**config.mk**
```make
export PLATFORM = sky130hd
export DESIGN_NAME = sdli_core
export DESIGN_NICKNAME = d
export VERILOG_FILES = /design/src/sdli_pkg.sv /design/src/sdli_edge_detect.sv /design/src/sdli_core.sv
export VERILOG_INCLUDE_DIRS = /design/src /design/src/src
export SDC_FILE = /design/constraint.sdc
export NUM_CORES = 1
export LEC_CHECK = 0
export BUFFER_PORTS_ARGS = -buffer_cell sky130_fd_sc_hd__buf_4
export CORE_ASPECT_RATIO = 1.1
export CORE_MARGIN = 2
export CORE_UTILIZATION = 58
export CTS_CLUSTER_SIZE = 14
export DETAILED_ROUTE_END_ITERATION = 7
export GPL_TIMING_DRIVEN = 0
export MAX_ROUTING_LAYER = met4
export PLACE_DENSITY = 0.82
export SYNTH_ARGS = -nofsm -noshare
export SYNTH_HDL_FRONTEND = slang
export SYNTH_SLANG_ARGS = --single-unit
```
**constraint.sdc**
```tcl
create_clock -name clk_i -period 2.3 [get_ports clk_i]
set_input_delay 0.115 -clock clk_i [delete_from_list [all_inputs] [get_ports clk_i]]
set_output_delay 0.115 -clock clk_i [all_outputs]
set_load 0.02 [all_outputs]
```
**src/sdli_defines.svh**
```systemverilog
// Purpose: constants of the serial load interface
// Assumes: one system clock, serial pins sampled as synchronous inputs
// Notes: frame is a 4-bit control field followed by 12 data bits
`ifndef SDLI_DEFINES_SVH
`define SDLI_DEFINES_SVH

`define SDLI_FRAME_BITS 16
`define SDLI_DATA_BITS 12
`define SDLI_CTRL_MSB 15
`define SDLI_CTRL_LSB 12
`define SDLI_DATA_MSB 11
`define SDLI_DATA_LSB 0
`define SDLI_CNT_LAST 5'h10
`define SDLI_CNT_FINAL 5'h0F
`define SDLI_SHIFT_RST 16'h0000
`define SDLI_CODE_RST 12'h000

`endif

```
**src/sdli_pkg.sv**
```systemverilog
// Purpose: types of the serial load interface
// Assumes: sdli_defines.svh holds the numeric constants
// Notes: control codes of the leading frame field
package sdli_pkg;
	typedef enum logic [3:0] {
		SDLI_CMD_NOP = 4'h0,
		SDLI_CMD_LOAD = 4'h1,
		SDLI_CMD_READBACK = 4'h2,
		SDLI_CMD_DAISY = 4'h9,
		SDLI_CMD_EDGE_RISE = 4'hB,
		SDLI_CMD_EDGE_FALL = 4'hC
	} sdli_cmd_t;
endpackage

```
**src/sdli_edge_detect.sv**
```systemverilog
// Purpose: edge strobes of the serial clock pin
// Assumes: serial clock is sampled as a synchronous input
// Notes: select chooses which edge is the sampling edge
`timescale 1ns/1ps
`default_nettype none
module sdli_edge_detect (
	input wire logic clk_i,
	input wire logic rst_b_i,
	input wire logic sclk_i,
	input wire logic rise_sel_i,
	output logic sample_o,
	output logic launch_o
);
	logic prev_q;
	logic rise;
	logic fall;

	always_ff @(posedge clk_i) begin
		if (!rst_b_i) begin
			// take the pin level so neither idle level looks like an edge
			prev_q <= sclk_i;
		end else begin
			prev_q <= sclk_i;
		end
	end

	assign rise = sclk_i & ~prev_q;
	assign fall = ~sclk_i & prev_q;
	// launch is always the edge opposite the sampling edge
	assign sample_o = rise_sel_i ? rise : fall;
	assign launch_o = rise_sel_i ? fall : rise;
endmodule
`default_nettype wire

```
**src/sdli_core.sv**
```systemverilog
// Purpose: three-wire serial load interface of a 12-bit converter
// Assumes: frame select, serial clock and data sampled on clk_i
// Notes: brownout detect is an input and clears like reset
//
// Function
// - default sampling on falling serial clock edge
// - control word selects rising sampling edge
// - sixteen-bit shift register fed on active edge
// - frame select low enables shifting logic
// - sixteenth active edge latches the frame
// - output changes on edge opposite sampling
// - shift register streams out for chaining
// - readback word presents converter register
// - shift register separate from converter register
// - converter register holds twelve-bit code
// - power-up clears all registers to zero except the serial clock history, which takes the pin level
// - brownout applies the same clearing
`timescale 1ns/1ps
`default_nettype none
`include "sdli_defines.svh"
module sdli_core #(
	parameter int FRAME_BITS = `SDLI_FRAME_BITS,
	parameter int DATA_BITS = `SDLI_DATA_BITS
) (
	input wire logic clk_i,
	input wire logic rst_b_i,
	input wire logic brownout_i,
	input wire logic frame_sel_b_i,
	input wire logic sclk_i,
	input wire logic serial_data_in_i,
	output logic serial_data_out_o,
	output logic [DATA_BITS-1:0] dac_code_o,
	output logic rise_edge_o
);
	import sdli_pkg::*;

	// ----------------------------------------------------------------
	// parameter check
	// ----------------------------------------------------------------
	// slices and counts below are fixed to one frame layout
	if (FRAME_BITS != 16 || DATA_BITS != 12) begin : g_bad_size
		$error("sdli_core supports a 16-bit frame with 12 data bits");
	end

	// ----------------------------------------------------------------
	// state
	// ----------------------------------------------------------------
	logic clr;
	logic sample;
	logic launch;
	logic active;
	logic [15:0] shift_q;
	logic [4:0] cnt_q;
	logic [11:0] code_q;
	logic rise_q;
	logic daisy_q;
	logic rdbk_q;
	logic [11:0] rdbk_sh_q;
	logic sdo_q;
	logic [15:0] frame;
	sdli_cmd_t cmd;

	assign clr = !rst_b_i || brownout_i;
	assign active = !frame_sel_b_i;
	// completed frame including the bit taken on this edge
	assign frame = {shift_q[14:0], serial_data_in_i};
	assign cmd = sdli_cmd_t'(frame[`SDLI_CTRL_MSB:`SDLI_CTRL_LSB]);

	// edge history is one clk deep: each sclk level needs one clk cycle
	sdli_edge_detect u_edge (
		.clk_i(clk_i),
		.rst_b_i(rst_b_i),
		.sclk_i(sclk_i),
		.rise_sel_i(rise_q),
		.sample_o(sample),
		.launch_o(launch)
	);

	// ----------------------------------------------------------------
	// shift register and edge counter
	// ----------------------------------------------------------------
	// count saturates so extra edges can never reach a second latch
	always_ff @(posedge clk_i) begin
		if (clr) begin
			shift_q <= `SDLI_SHIFT_RST;
			cnt_q <= 5'h00;
		end else if (!active) begin
			cnt_q <= 5'h00;
		end else if (sample) begin
			shift_q <= frame;
			if (cnt_q != `SDLI_CNT_LAST) begin
				cnt_q <= cnt_q + 5'h01;
			end
		end
	end

	// ----------------------------------------------------------------
	// frame latch and control decode
	// ----------------------------------------------------------------
	logic last_edge;
	assign last_edge = active && sample
		&& cnt_q == `SDLI_CNT_FINAL;
	// readback mode lasts only until the next completed frame

	always_ff @(posedge clk_i) begin
		if (clr) begin
			code_q <= `SDLI_CODE_RST;
			rise_q <= 1'b0;
			daisy_q <= 1'b0;
			rdbk_q <= 1'b0;
		end else if (last_edge) begin
			rdbk_q <= 1'b0;
			unique case (cmd)
				SDLI_CMD_LOAD: code_q <= frame[`SDLI_DATA_MSB:`SDLI_DATA_LSB];
				SDLI_CMD_READBACK: rdbk_q <= 1'b1;
				SDLI_CMD_DAISY: daisy_q <= 1'b1;
				SDLI_CMD_EDGE_RISE: rise_q <= 1'b1;
				SDLI_CMD_EDGE_FALL: rise_q <= 1'b0;
				default: ;
			endcase
		end
	end

	// ----------------------------------------------------------------
	// serial data out
	// ----------------------------------------------------------------
	// readback copy is taken when the readback word latches so the
	// next frame streams the converter code while new data shifts in
	always_ff @(posedge clk_i) begin
		if (clr) begin
			rdbk_sh_q <= 12'h000;
			sdo_q <= 1'b0;
		end else if (last_edge && cmd == SDLI_CMD_READBACK) begin
			rdbk_sh_q <= code_q;
		end else if (active && launch) begin
			if (rdbk_q) begin
				sdo_q <= rdbk_sh_q[11];
				rdbk_sh_q <= {rdbk_sh_q[10:0], 1'b0};
			end else begin
				sdo_q <= shift_q[15];
			end
		end
	end

	assign serial_data_out_o = sdo_q;
	assign dac_code_o = code_q;
	assign rise_edge_o = rise_q;

	// ----------------------------------------------------------------
	// checks
	// ----------------------------------------------------------------
	chk_idle_hold: assert property (@(posedge clk_i) disable iff (clr)
		frame_sel_b_i |=> $stable(shift_q) && $stable(code_q))
		else $error("registers changed while frame select high");
	chk_clear_zero: assert property (@(posedge clk_i)
		!rst_b_i |=> code_q == 12'h000 && shift_q == 16'h0000)
		else $error("reset did not clear registers");
	chk_brown_zero: assert property (@(posedge clk_i)
		brownout_i |=> code_q == 12'h000 && !rise_q)
		else $error("brownout did not clear registers");
	chk_load_code: assert property (@(posedge clk_i) disable iff (clr)
		last_edge && cmd == SDLI_CMD_LOAD |=> code_q == $past(frame[11:0]))
		else $error("load frame did not set converter code");
	chk_code_stable: assert property (@(posedge clk_i) disable iff (clr)
		!last_edge |=> $stable(code_q))
		else $error("converter code changed mid frame");
	chk_shift_in: assert property (@(posedge clk_i) disable iff (clr)
		active && sample |=> shift_q[0] == $past(serial_data_in_i))
		else $error("data bit not shifted in");
	chk_edge_rise: assert property (@(posedge clk_i) disable iff (clr)
		last_edge && cmd == SDLI_CMD_EDGE_RISE |=> rise_q)
		else $error("rising edge select not taken");
	chk_sdo_launch: assert property (@(posedge clk_i) disable iff (clr)
		!(active && launch) && !last_edge |=> $stable(sdo_q))
		else $error("serial out changed off launch edge");
	chk_chain_out: assert property (@(posedge clk_i) disable iff (clr)
		active && launch && !rdbk_q && !last_edge
		|=> sdo_q == $past(shift_q[15]))
		else $error("chain output wrong");
	chk_count_frame: assert property (@(posedge clk_i) disable iff (clr)
		frame_sel_b_i |=> cnt_q == 5'h00)
		else $error("edge count not reset between frames");

	// ----------------------------------------------------------------
	// checks of modes, sampling edges and serial out
	// ----------------------------------------------------------------
	// sclk history in these checks matches the edge detector's one deep
	chk_edge_fall: assert property (@(posedge clk_i) disable iff (clr)
		last_edge && cmd == SDLI_CMD_EDGE_FALL |=> !rise_q)
		else $error("falling edge select not taken");
	chk_rdbk_copy: assert property (@(posedge clk_i) disable iff (clr)
		last_edge && cmd == SDLI_CMD_READBACK
		|=> rdbk_q && rdbk_sh_q == $past(code_q))
		else $error("readback copy not taken");
	chk_rdbk_out: assert property (@(posedge clk_i) disable iff (clr)
		active && launch && rdbk_q && !last_edge
		|=> sdo_q == $past(rdbk_sh_q[11]))
		else $error("readback bit not presented");
	chk_daisy_flag: assert property (@(posedge clk_i) disable iff (clr)
		last_edge && cmd == SDLI_CMD_DAISY |=> daisy_q)
		else $error("daisy chain mode not recorded");
	chk_fall_shift: assert property (@(posedge clk_i) disable iff (clr)
		active && !rise_q && $fell(sclk_i)
		|=> shift_q == {$past(shift_q[14:0]), $past(serial_data_in_i)})
		else $error("falling edge did not shift data");
	chk_rise_shift: assert property (@(posedge clk_i) disable iff (clr)
		active && rise_q && $rose(sclk_i)
		|=> shift_q == {$past(shift_q[14:0]), $past(serial_data_in_i)})
		else $error("rising edge did not shift data");
	chk_rise_launch: assert property (@(posedge clk_i) disable iff (clr)
		active && !rise_q && $rose(sclk_i) && !rdbk_q
		|=> sdo_q == $past(shift_q[15]))
		else $error("serial out not launched on rising edge");
	chk_fall_launch: assert property (@(posedge clk_i) disable iff (clr)
		active && rise_q && $fell(sclk_i) && !rdbk_q
		|=> sdo_q == $past(shift_q[15]))
		else $error("serial out not launched on falling edge");
	chk_frame_hold: assert property (@(posedge clk_i) disable iff (clr)
		active && sample && !last_edge
		|=> $stable(rise_q) && $stable(rdbk_q) && $stable(daisy_q))
		else $error("mode changed before sixteenth edge");
	chk_nop_hold: assert property (@(posedge clk_i) disable iff (clr)
		last_edge && cmd != SDLI_CMD_LOAD |=> $stable(code_q))
		else $error("non-load frame changed converter code");
	chk_brown_pins: assert property (@(posedge clk_i)
		brownout_i |=> shift_q == 16'h0000 && cnt_q == 5'h00 && !sdo_q)
		else $error("brownout did not clear shift path");
	chk_reset_mode: assert property (@(posedge clk_i)
		!rst_b_i |=> !rise_q && !rdbk_q && !daisy_q && !sdo_q)
		else $error("reset did not clear modes");
endmodule
`default_nettype wire

```
# After elaboration in Yosys (flattened, before gate mapping)

Index checks and enable logic that the tools add are counted.

Bits of input ports: 6
Register bits after elaboration: 49

Mux-type cells: 8
$add $sub $neg: 1
Bitwise operators: 6
Reduce and logical (&&, ||, !) cells: 17
Eq/ne operators: 6

Operators with widths:

| kind                                                                  | count |
|---|---|
| 12-bit two-way mux                                                    | 3 |
| 2-bit AND reduction                                                   | 6 |
| 4-bit equality test, second input constant                            | 2 |
| 2-bit nonzero test                                                    | 3 |
| 5-bit by 1-bit adder with 5-bit output, second input constant         | 1 |
| 5-bit by 4-bit equality test with 1-bit output, second input constant | 1 |
| 5-bit != test, second input constant                                  | 1 |
| 4-bit by 1-bit equality test with 1-bit output, second input constant | 1 |
| 4-bit by 2-bit equality test with 1-bit output, second input constant | 1 |
| 1-bit logical AND                                                     | 4 |
| 1-bit two-way mux                                                     | 4 |
| 1-bit NOT                                                             | 4 |
| 1-bit bitwise AND                                                     | 2 |
| 1-bit zero test                                                       | 2 |
| 1-bit case mux with 2 select lines                                    | 1 |
| 2-bit OR reduction                                                    | 1 |
| 1-bit logical OR                                                      | 1 |

# Logic depth before layout (Yosys ltp)

Word-level depth: 8
Gate-level depth with buffers: 8
Mapped depth without buffers: 7

# By module

From an unflattened synthesis, not the netlist that was laid out.

Cell total of the unflattened synthesis: 260
Area, all modules: 2253.4 um^2

Modules (own cells, without submodules):

| module           | cells each | times used | area each (um^2) |
|---|---|---|---|
| sdli_core        | 255        | 1          | 2199.6 |
| sdli_edge_detect | 5          | 1          | 53.8 |

# Worst setup path before layout

OpenSTA, ideal clock, no wires.

Path kind: register -> register
From: register rise_q (netlist: rise_edge_o)
To: register code_q[2] (netlist: dac_code_o[2])
Required time: 2.168 ns
Setup time: 0.132 ns
Cell stages (with the launch flop): 7
Buffers on the path: 2
Clock period less this slack: 1.969 ns
Setup slack: 0.331 ns
Arrival time: 1.837 ns
Path through: dfxtp_1 buf_6 or4b_4 a2111o_1 buf_6 o21ai_1 a21oi_1

Cells in the longest elaborated chain, start to end: 4

Ends and longest elaborated chain:

| item                                 | RTL line               | RTL |
|---|---|---|
| from (decl)                          | sdli_core.sv:55        | `logic rise_q;` |
| from (signal assigned)               | sdli_core.sv:108       | `rise_q <= 1'b0;` |
| from (signal assigned)               | sdli_core.sv:117       | `SDLI_CMD_EDGE_RISE: rise_q <= 1'b1;` |
| from (signal assigned)               | sdli_core.sv:118       | `SDLI_CMD_EDGE_FALL: rise_q <= 1'b0;` |
| 1-bit two-way mux                    | sdli_edge_detect.sv:30 | `assign sample_o = rise_sel_i ? rise : fall;` |
| 1-bit logical AND                    | sdli_core.sv:101       | `assign last_edge = active && sample` |
| 1-bit logical AND (no source line)   | --                     |  |
| 2-bit AND reduction (no source line) | --                     |  |
| to (signal assigned)                 | sdli_core.sv:107       | `` code_q <= `SDLI_CODE_RST; `` |
| to (signal assigned)                 | sdli_core.sv:114       | `` SDLI_CMD_LOAD: code_q <= frame[`SDLI_DATA_MSB:`SDLI_DATA_LSB]; `` |
| to (decl)                            | sdli_core.sv:54        | `logic [11:0] code_q;` |

Every way passes these cells.
A chain may end at the register's enable or synchronous reset.

# Final worst setup path

From: input port sclk_i
To: register code_q[9] (netlist: dac_code_o[9])

Cells in the longest elaborated chain, start to end: 6
Elaborated cells between the ends (all ways): 7
Classes of those cells: mux: 1; bitwise: 3; reduce/logical: 3

Ends and longest elaborated chain:

| item                                     | RTL line               | RTL |
|---|---|---|
| from (decl)                              | sdli_core.sv:29        | `input wire logic sclk_i,` |
| 1-bit NOT                                | sdli_edge_detect.sv:28 | `assign fall = ~sclk_i & prev_q;` |
| 1-bit bitwise AND                        | sdli_edge_detect.sv:28 |  |
| 1-bit two-way mux (*)                    | sdli_edge_detect.sv:30 |  |
| 1-bit logical AND (*)                    | sdli_core.sv:101       |  |
| 1-bit logical AND (no source line) (*)   | --                     |  |
| 2-bit AND reduction (no source line) (*) | --                     |  |

Mark *: on every way between the ends. The rest lies on a longest branch, timed or not.

==> results.txt <==
----------------------------------------------------
[Worst setup path]
  Data arrival time of the critical path ... 2.25 ns
  Critical Path Sink Type ... flip-flop
  Chain of cells forming the critical path ... dlygate4sd3_1, buf_4, or4b_4, a2111o_1, buf_6, o21ai_1, a21oi_1
  Max Fanout on Critical Path ... 10
  Largest stage delay, worst path ... 0.56 ns
  Slowest CP cell ... dlygate4sd3_1
  Data required, critical path ... 2.47 ns
  CP Class ... input pin to flip-flop
  Type of origin of the critical path ... input pin

[STA]
  Layout Skew ... 0.00403 ns
  Setup TNS after final layout ... 0 ns
  Transition at the pin with the smallest max-transition slack ... 0.503 ns
  Slew Limit Headroom ... 0.663
  Number of pins exceeding their max-slew limit in the final report ... 0
  Setup repair after global routing missed its margin ... no
  Max frequency ... 0.480 GHz
  Minimum clock period after layout ... 2.09 ns
  Number of hold violations in the final report ... 0
  Final period utilization ... 0.907
  Final hold slack ... 0.0985 ns
  Count of endpoints failing setup in the final report ... 0

[Logic synthesis]
  Largest area contributor in the synthesized netlist ... dfxtp_1
  Share of flip-flops with an asynchronous set or reset after synthesis ... 0
  Xor and xnor area share after synthesis ... 0.00825
  Largest family of logic cells by synthesized area ... compound AO/OA/AOI/OAI gates
  Portion of synthesized cell area occupied by the leading cell type ... 0.462
  Most numerous cell types in the synthesized netlist ... dfxtp_1, a21oi_1, o21ai_0
  Dominant cell by count in the synthesized netlist ... dfxtp_1
  Number of flops mapped to enable cells by yosys ... 0
  Leading post-synthesis cells by cell area ... dfxtp_1, a21oi_1, o21ai_0
  Share of synthesized area occupied by flip-flops and latches ... 0.462
  Net count after synthesis ... 249
  Unique masters post-synth ... 37
  Mapped Avg Cell Area ... 8.85 sq um
  Synth Cell Area ... 2120 sq um
  Top_reg_cell synth ... dfxtp_1
  Seq cells post-synth ... 49
  Yosys warns ... 0
  Gate Count Post-Synth ... 240
  Adder-cell area share of the yosys netlist ... 0.0177
  Post-Synth Simple-Gate Area ... 0.150
  Area fraction in compound gates after synthesis ... 0.249
  Multiplexer share of the synthesized area ... 0.0613

[Routing]
  Drt wl/cell ... 13.3 um
  Post-detailed-routing wire length ... 4200 um
  Via count of the routed design ... 1,795
  Iteration-0 DRC Markers ... 85
  Count of unresolved DRC violations after routing ... 0
  Vias/cell ... 5.66
  First drt pass iteration count ... 4
  Post-route ant nets ... 0

[Finish]
  Multi-input logic area ... 1040 sq um
  Sequential cell area ... 981 sq um
  Layout overhead on the synthesized area ... 14.8%
  Final net count ... 276
  Proportion of layout cells with a drive suffix above 1 ... 0.146
  Antenna Cells ... 0
  # fillers ... 320

[Clock network]
  Total CTS buffers ... 5
  CTS clock-pin slew for the worst setup and hold paths ... 0.08 ns
  Number of setup buffers added after CTS ... 0
  CTS tree ... yes
  H-tree lvl count ... 2
  Skew-Pair Late Insertion Delay ... 0.30 ns
  Maximum clock path buffer count ... 2
  Clock sink count ... 49
  Clock root buffer master ... clkbuf_8

[GRT]
  Initial antenna violation count ... 0
  Total global-route track usage ... 0.216
  Vias in the first global route ... 1,501
  Total congestion overflow ... 0
  Global-route wire length before repair ... 6610 um
  Largest net degree at the start of global routing ... 15

[Pwr]
  Leakage ... 0.846 nW
  Worst VDD drop ... 387 uV
  Overall power of the completed layout ... 1.42 mW
  P per Cell Area ... 583 nW/um^2

[Die]
  Ports placed on the boundary ... 20
  Std cell rows ... 23
  Die Width ... 61.7 um
  Die Span Y ... 67.5 um
  Core region area ... 3570 sq um
  Initial core utilization ... 0.595
  Area of the die ... 4160 sq um

[Placement]
  Routability congestion estimate ... 0.806
  Quantity of I/O buffers inserted on ports ... 19
  HPWL after detailed placement ... 2960 um

[Job]
  Number of max-capacitance violations reported ... 0

[Outcome]
  Run status ... finished clean

[Worst hold path]
  Worst hold-check path type ... input pin to flip-flop

----------------------------------------------------
==> worst max-delay path: cells and delay by family <==
kind | cells | cell delay [ns]
AND/OR/NAND/NOR | 1 | 0.56
AO/OA/AOI/OAI | 3 | 0.68
buffers and inverters | 3 | 0.90
==> layer usage <==
layer / vias up / GRT usage / routed length, um
met5: - / - / 0
met4: 0 / 0.0824 / 75
met3: 9 / 0.0345 / 117
met2: 36 / 0.339 / 1970
met1: 825 / 0.279 / 2040
li1: 925 / - / -
==> kinds of logic after synthesis <==
family | after synthesis
multiplexers | 13
adder cells (fa/ha/maj) | 3
buffers and inverters | 22
flip-flops | 49
AO/OA/AOI/OAI | 94
XOR/XNOR | 2
AND/OR/NAND/NOR | 57
==> per-stage QoR <==
step	std cells	utilization	worst slack, ns	instance area [sq um]
3_5_place_dp	309	0.653	0.193	2330
5_1_grt	317	0.683	0.0196	2440
3_3_place_gp	309	0.653	0.195	2330
2_1_floorplan	240	-	0.331	2120
4_1_cts	317	0.681	0.131	2430
6_report	317	0.683	0.215	2440
==> layout make-up <==
class | instances | area share
multi-input combinational | 169 | 0.426
sequential | 49 | 0.402
timing repair buffer | 20 | 0.0626
buffer | 18 | 0.0400
clock buffer | 6 | 0.0339
tap | 50 | 0.0257
inverter | 4 | 0.00616
clock inverter | 1 | 0.00308
==> sequential cells by signal, summed over array words and instances (netlist names) <==
signal / flops
shift_q: 16
dac_code_o: 12
rdbk_sh_q: 12
cnt_q: 5
rdbk_q: 1
rise_edge_o: 1
serial_data_out_o: 1
u_edge.prev_q: 1
==> worst paths after layout <==
path	startpoint	end	slack (ns)	cells past startpoint
min reg2reg	shift_q[2]	shift_q[2]	0.47	2
max reg2reg	rise_edge_o	dac_code_o[9]	0.30	6
max	sclk_i	dac_code_o[9]	0.21	7
min	serial_data_in_i	dac_code_o[0]	0.1	3
==> what timing repair did <==
item                       in CTS  in global routing
setup endpoints to repair       0                  7
hold endpoints to repair        1                  0
hold buffers                    1                  0
gates resized for setup         0                  3
==> cells in the final DEF, fill, tap and decap left out, drive strengths merged, types with 2 or more instances in the layout <==
cell / synthesis / routed
a2111oi: 2 / 2
a21oi: 43 / 43
buf: 5 / 24
clkbuf: 13 / 19
dfxtp: 49 / 49
ha: 3 / 3
inv: 4 / 4
mux2i: 13 / 13
nand2: 20 / 20
nand2b: 2 / 2
nand3: 13 / 13
nor2: 3 / 3
nor2b: 2 / 2
nor3: 4 / 4
nor4: 2 / 2
nor4b: 3 / 3
o21ai: 43 / 43
xnor2: 2 / 2
==> report_power, final <==
part / switching [mW] / leakage [nW] / total [mW] / internal (mW)
clock network: 0.273 / 0.0433 / 0.511 / 0.238
registers: 0.00268 / 0.395 / 0.852 / 0.850
logic: 0.0362 / 0.408 / 0.0575 / 0.0213
Note: power is estimated with default switching activity, not from simulation.
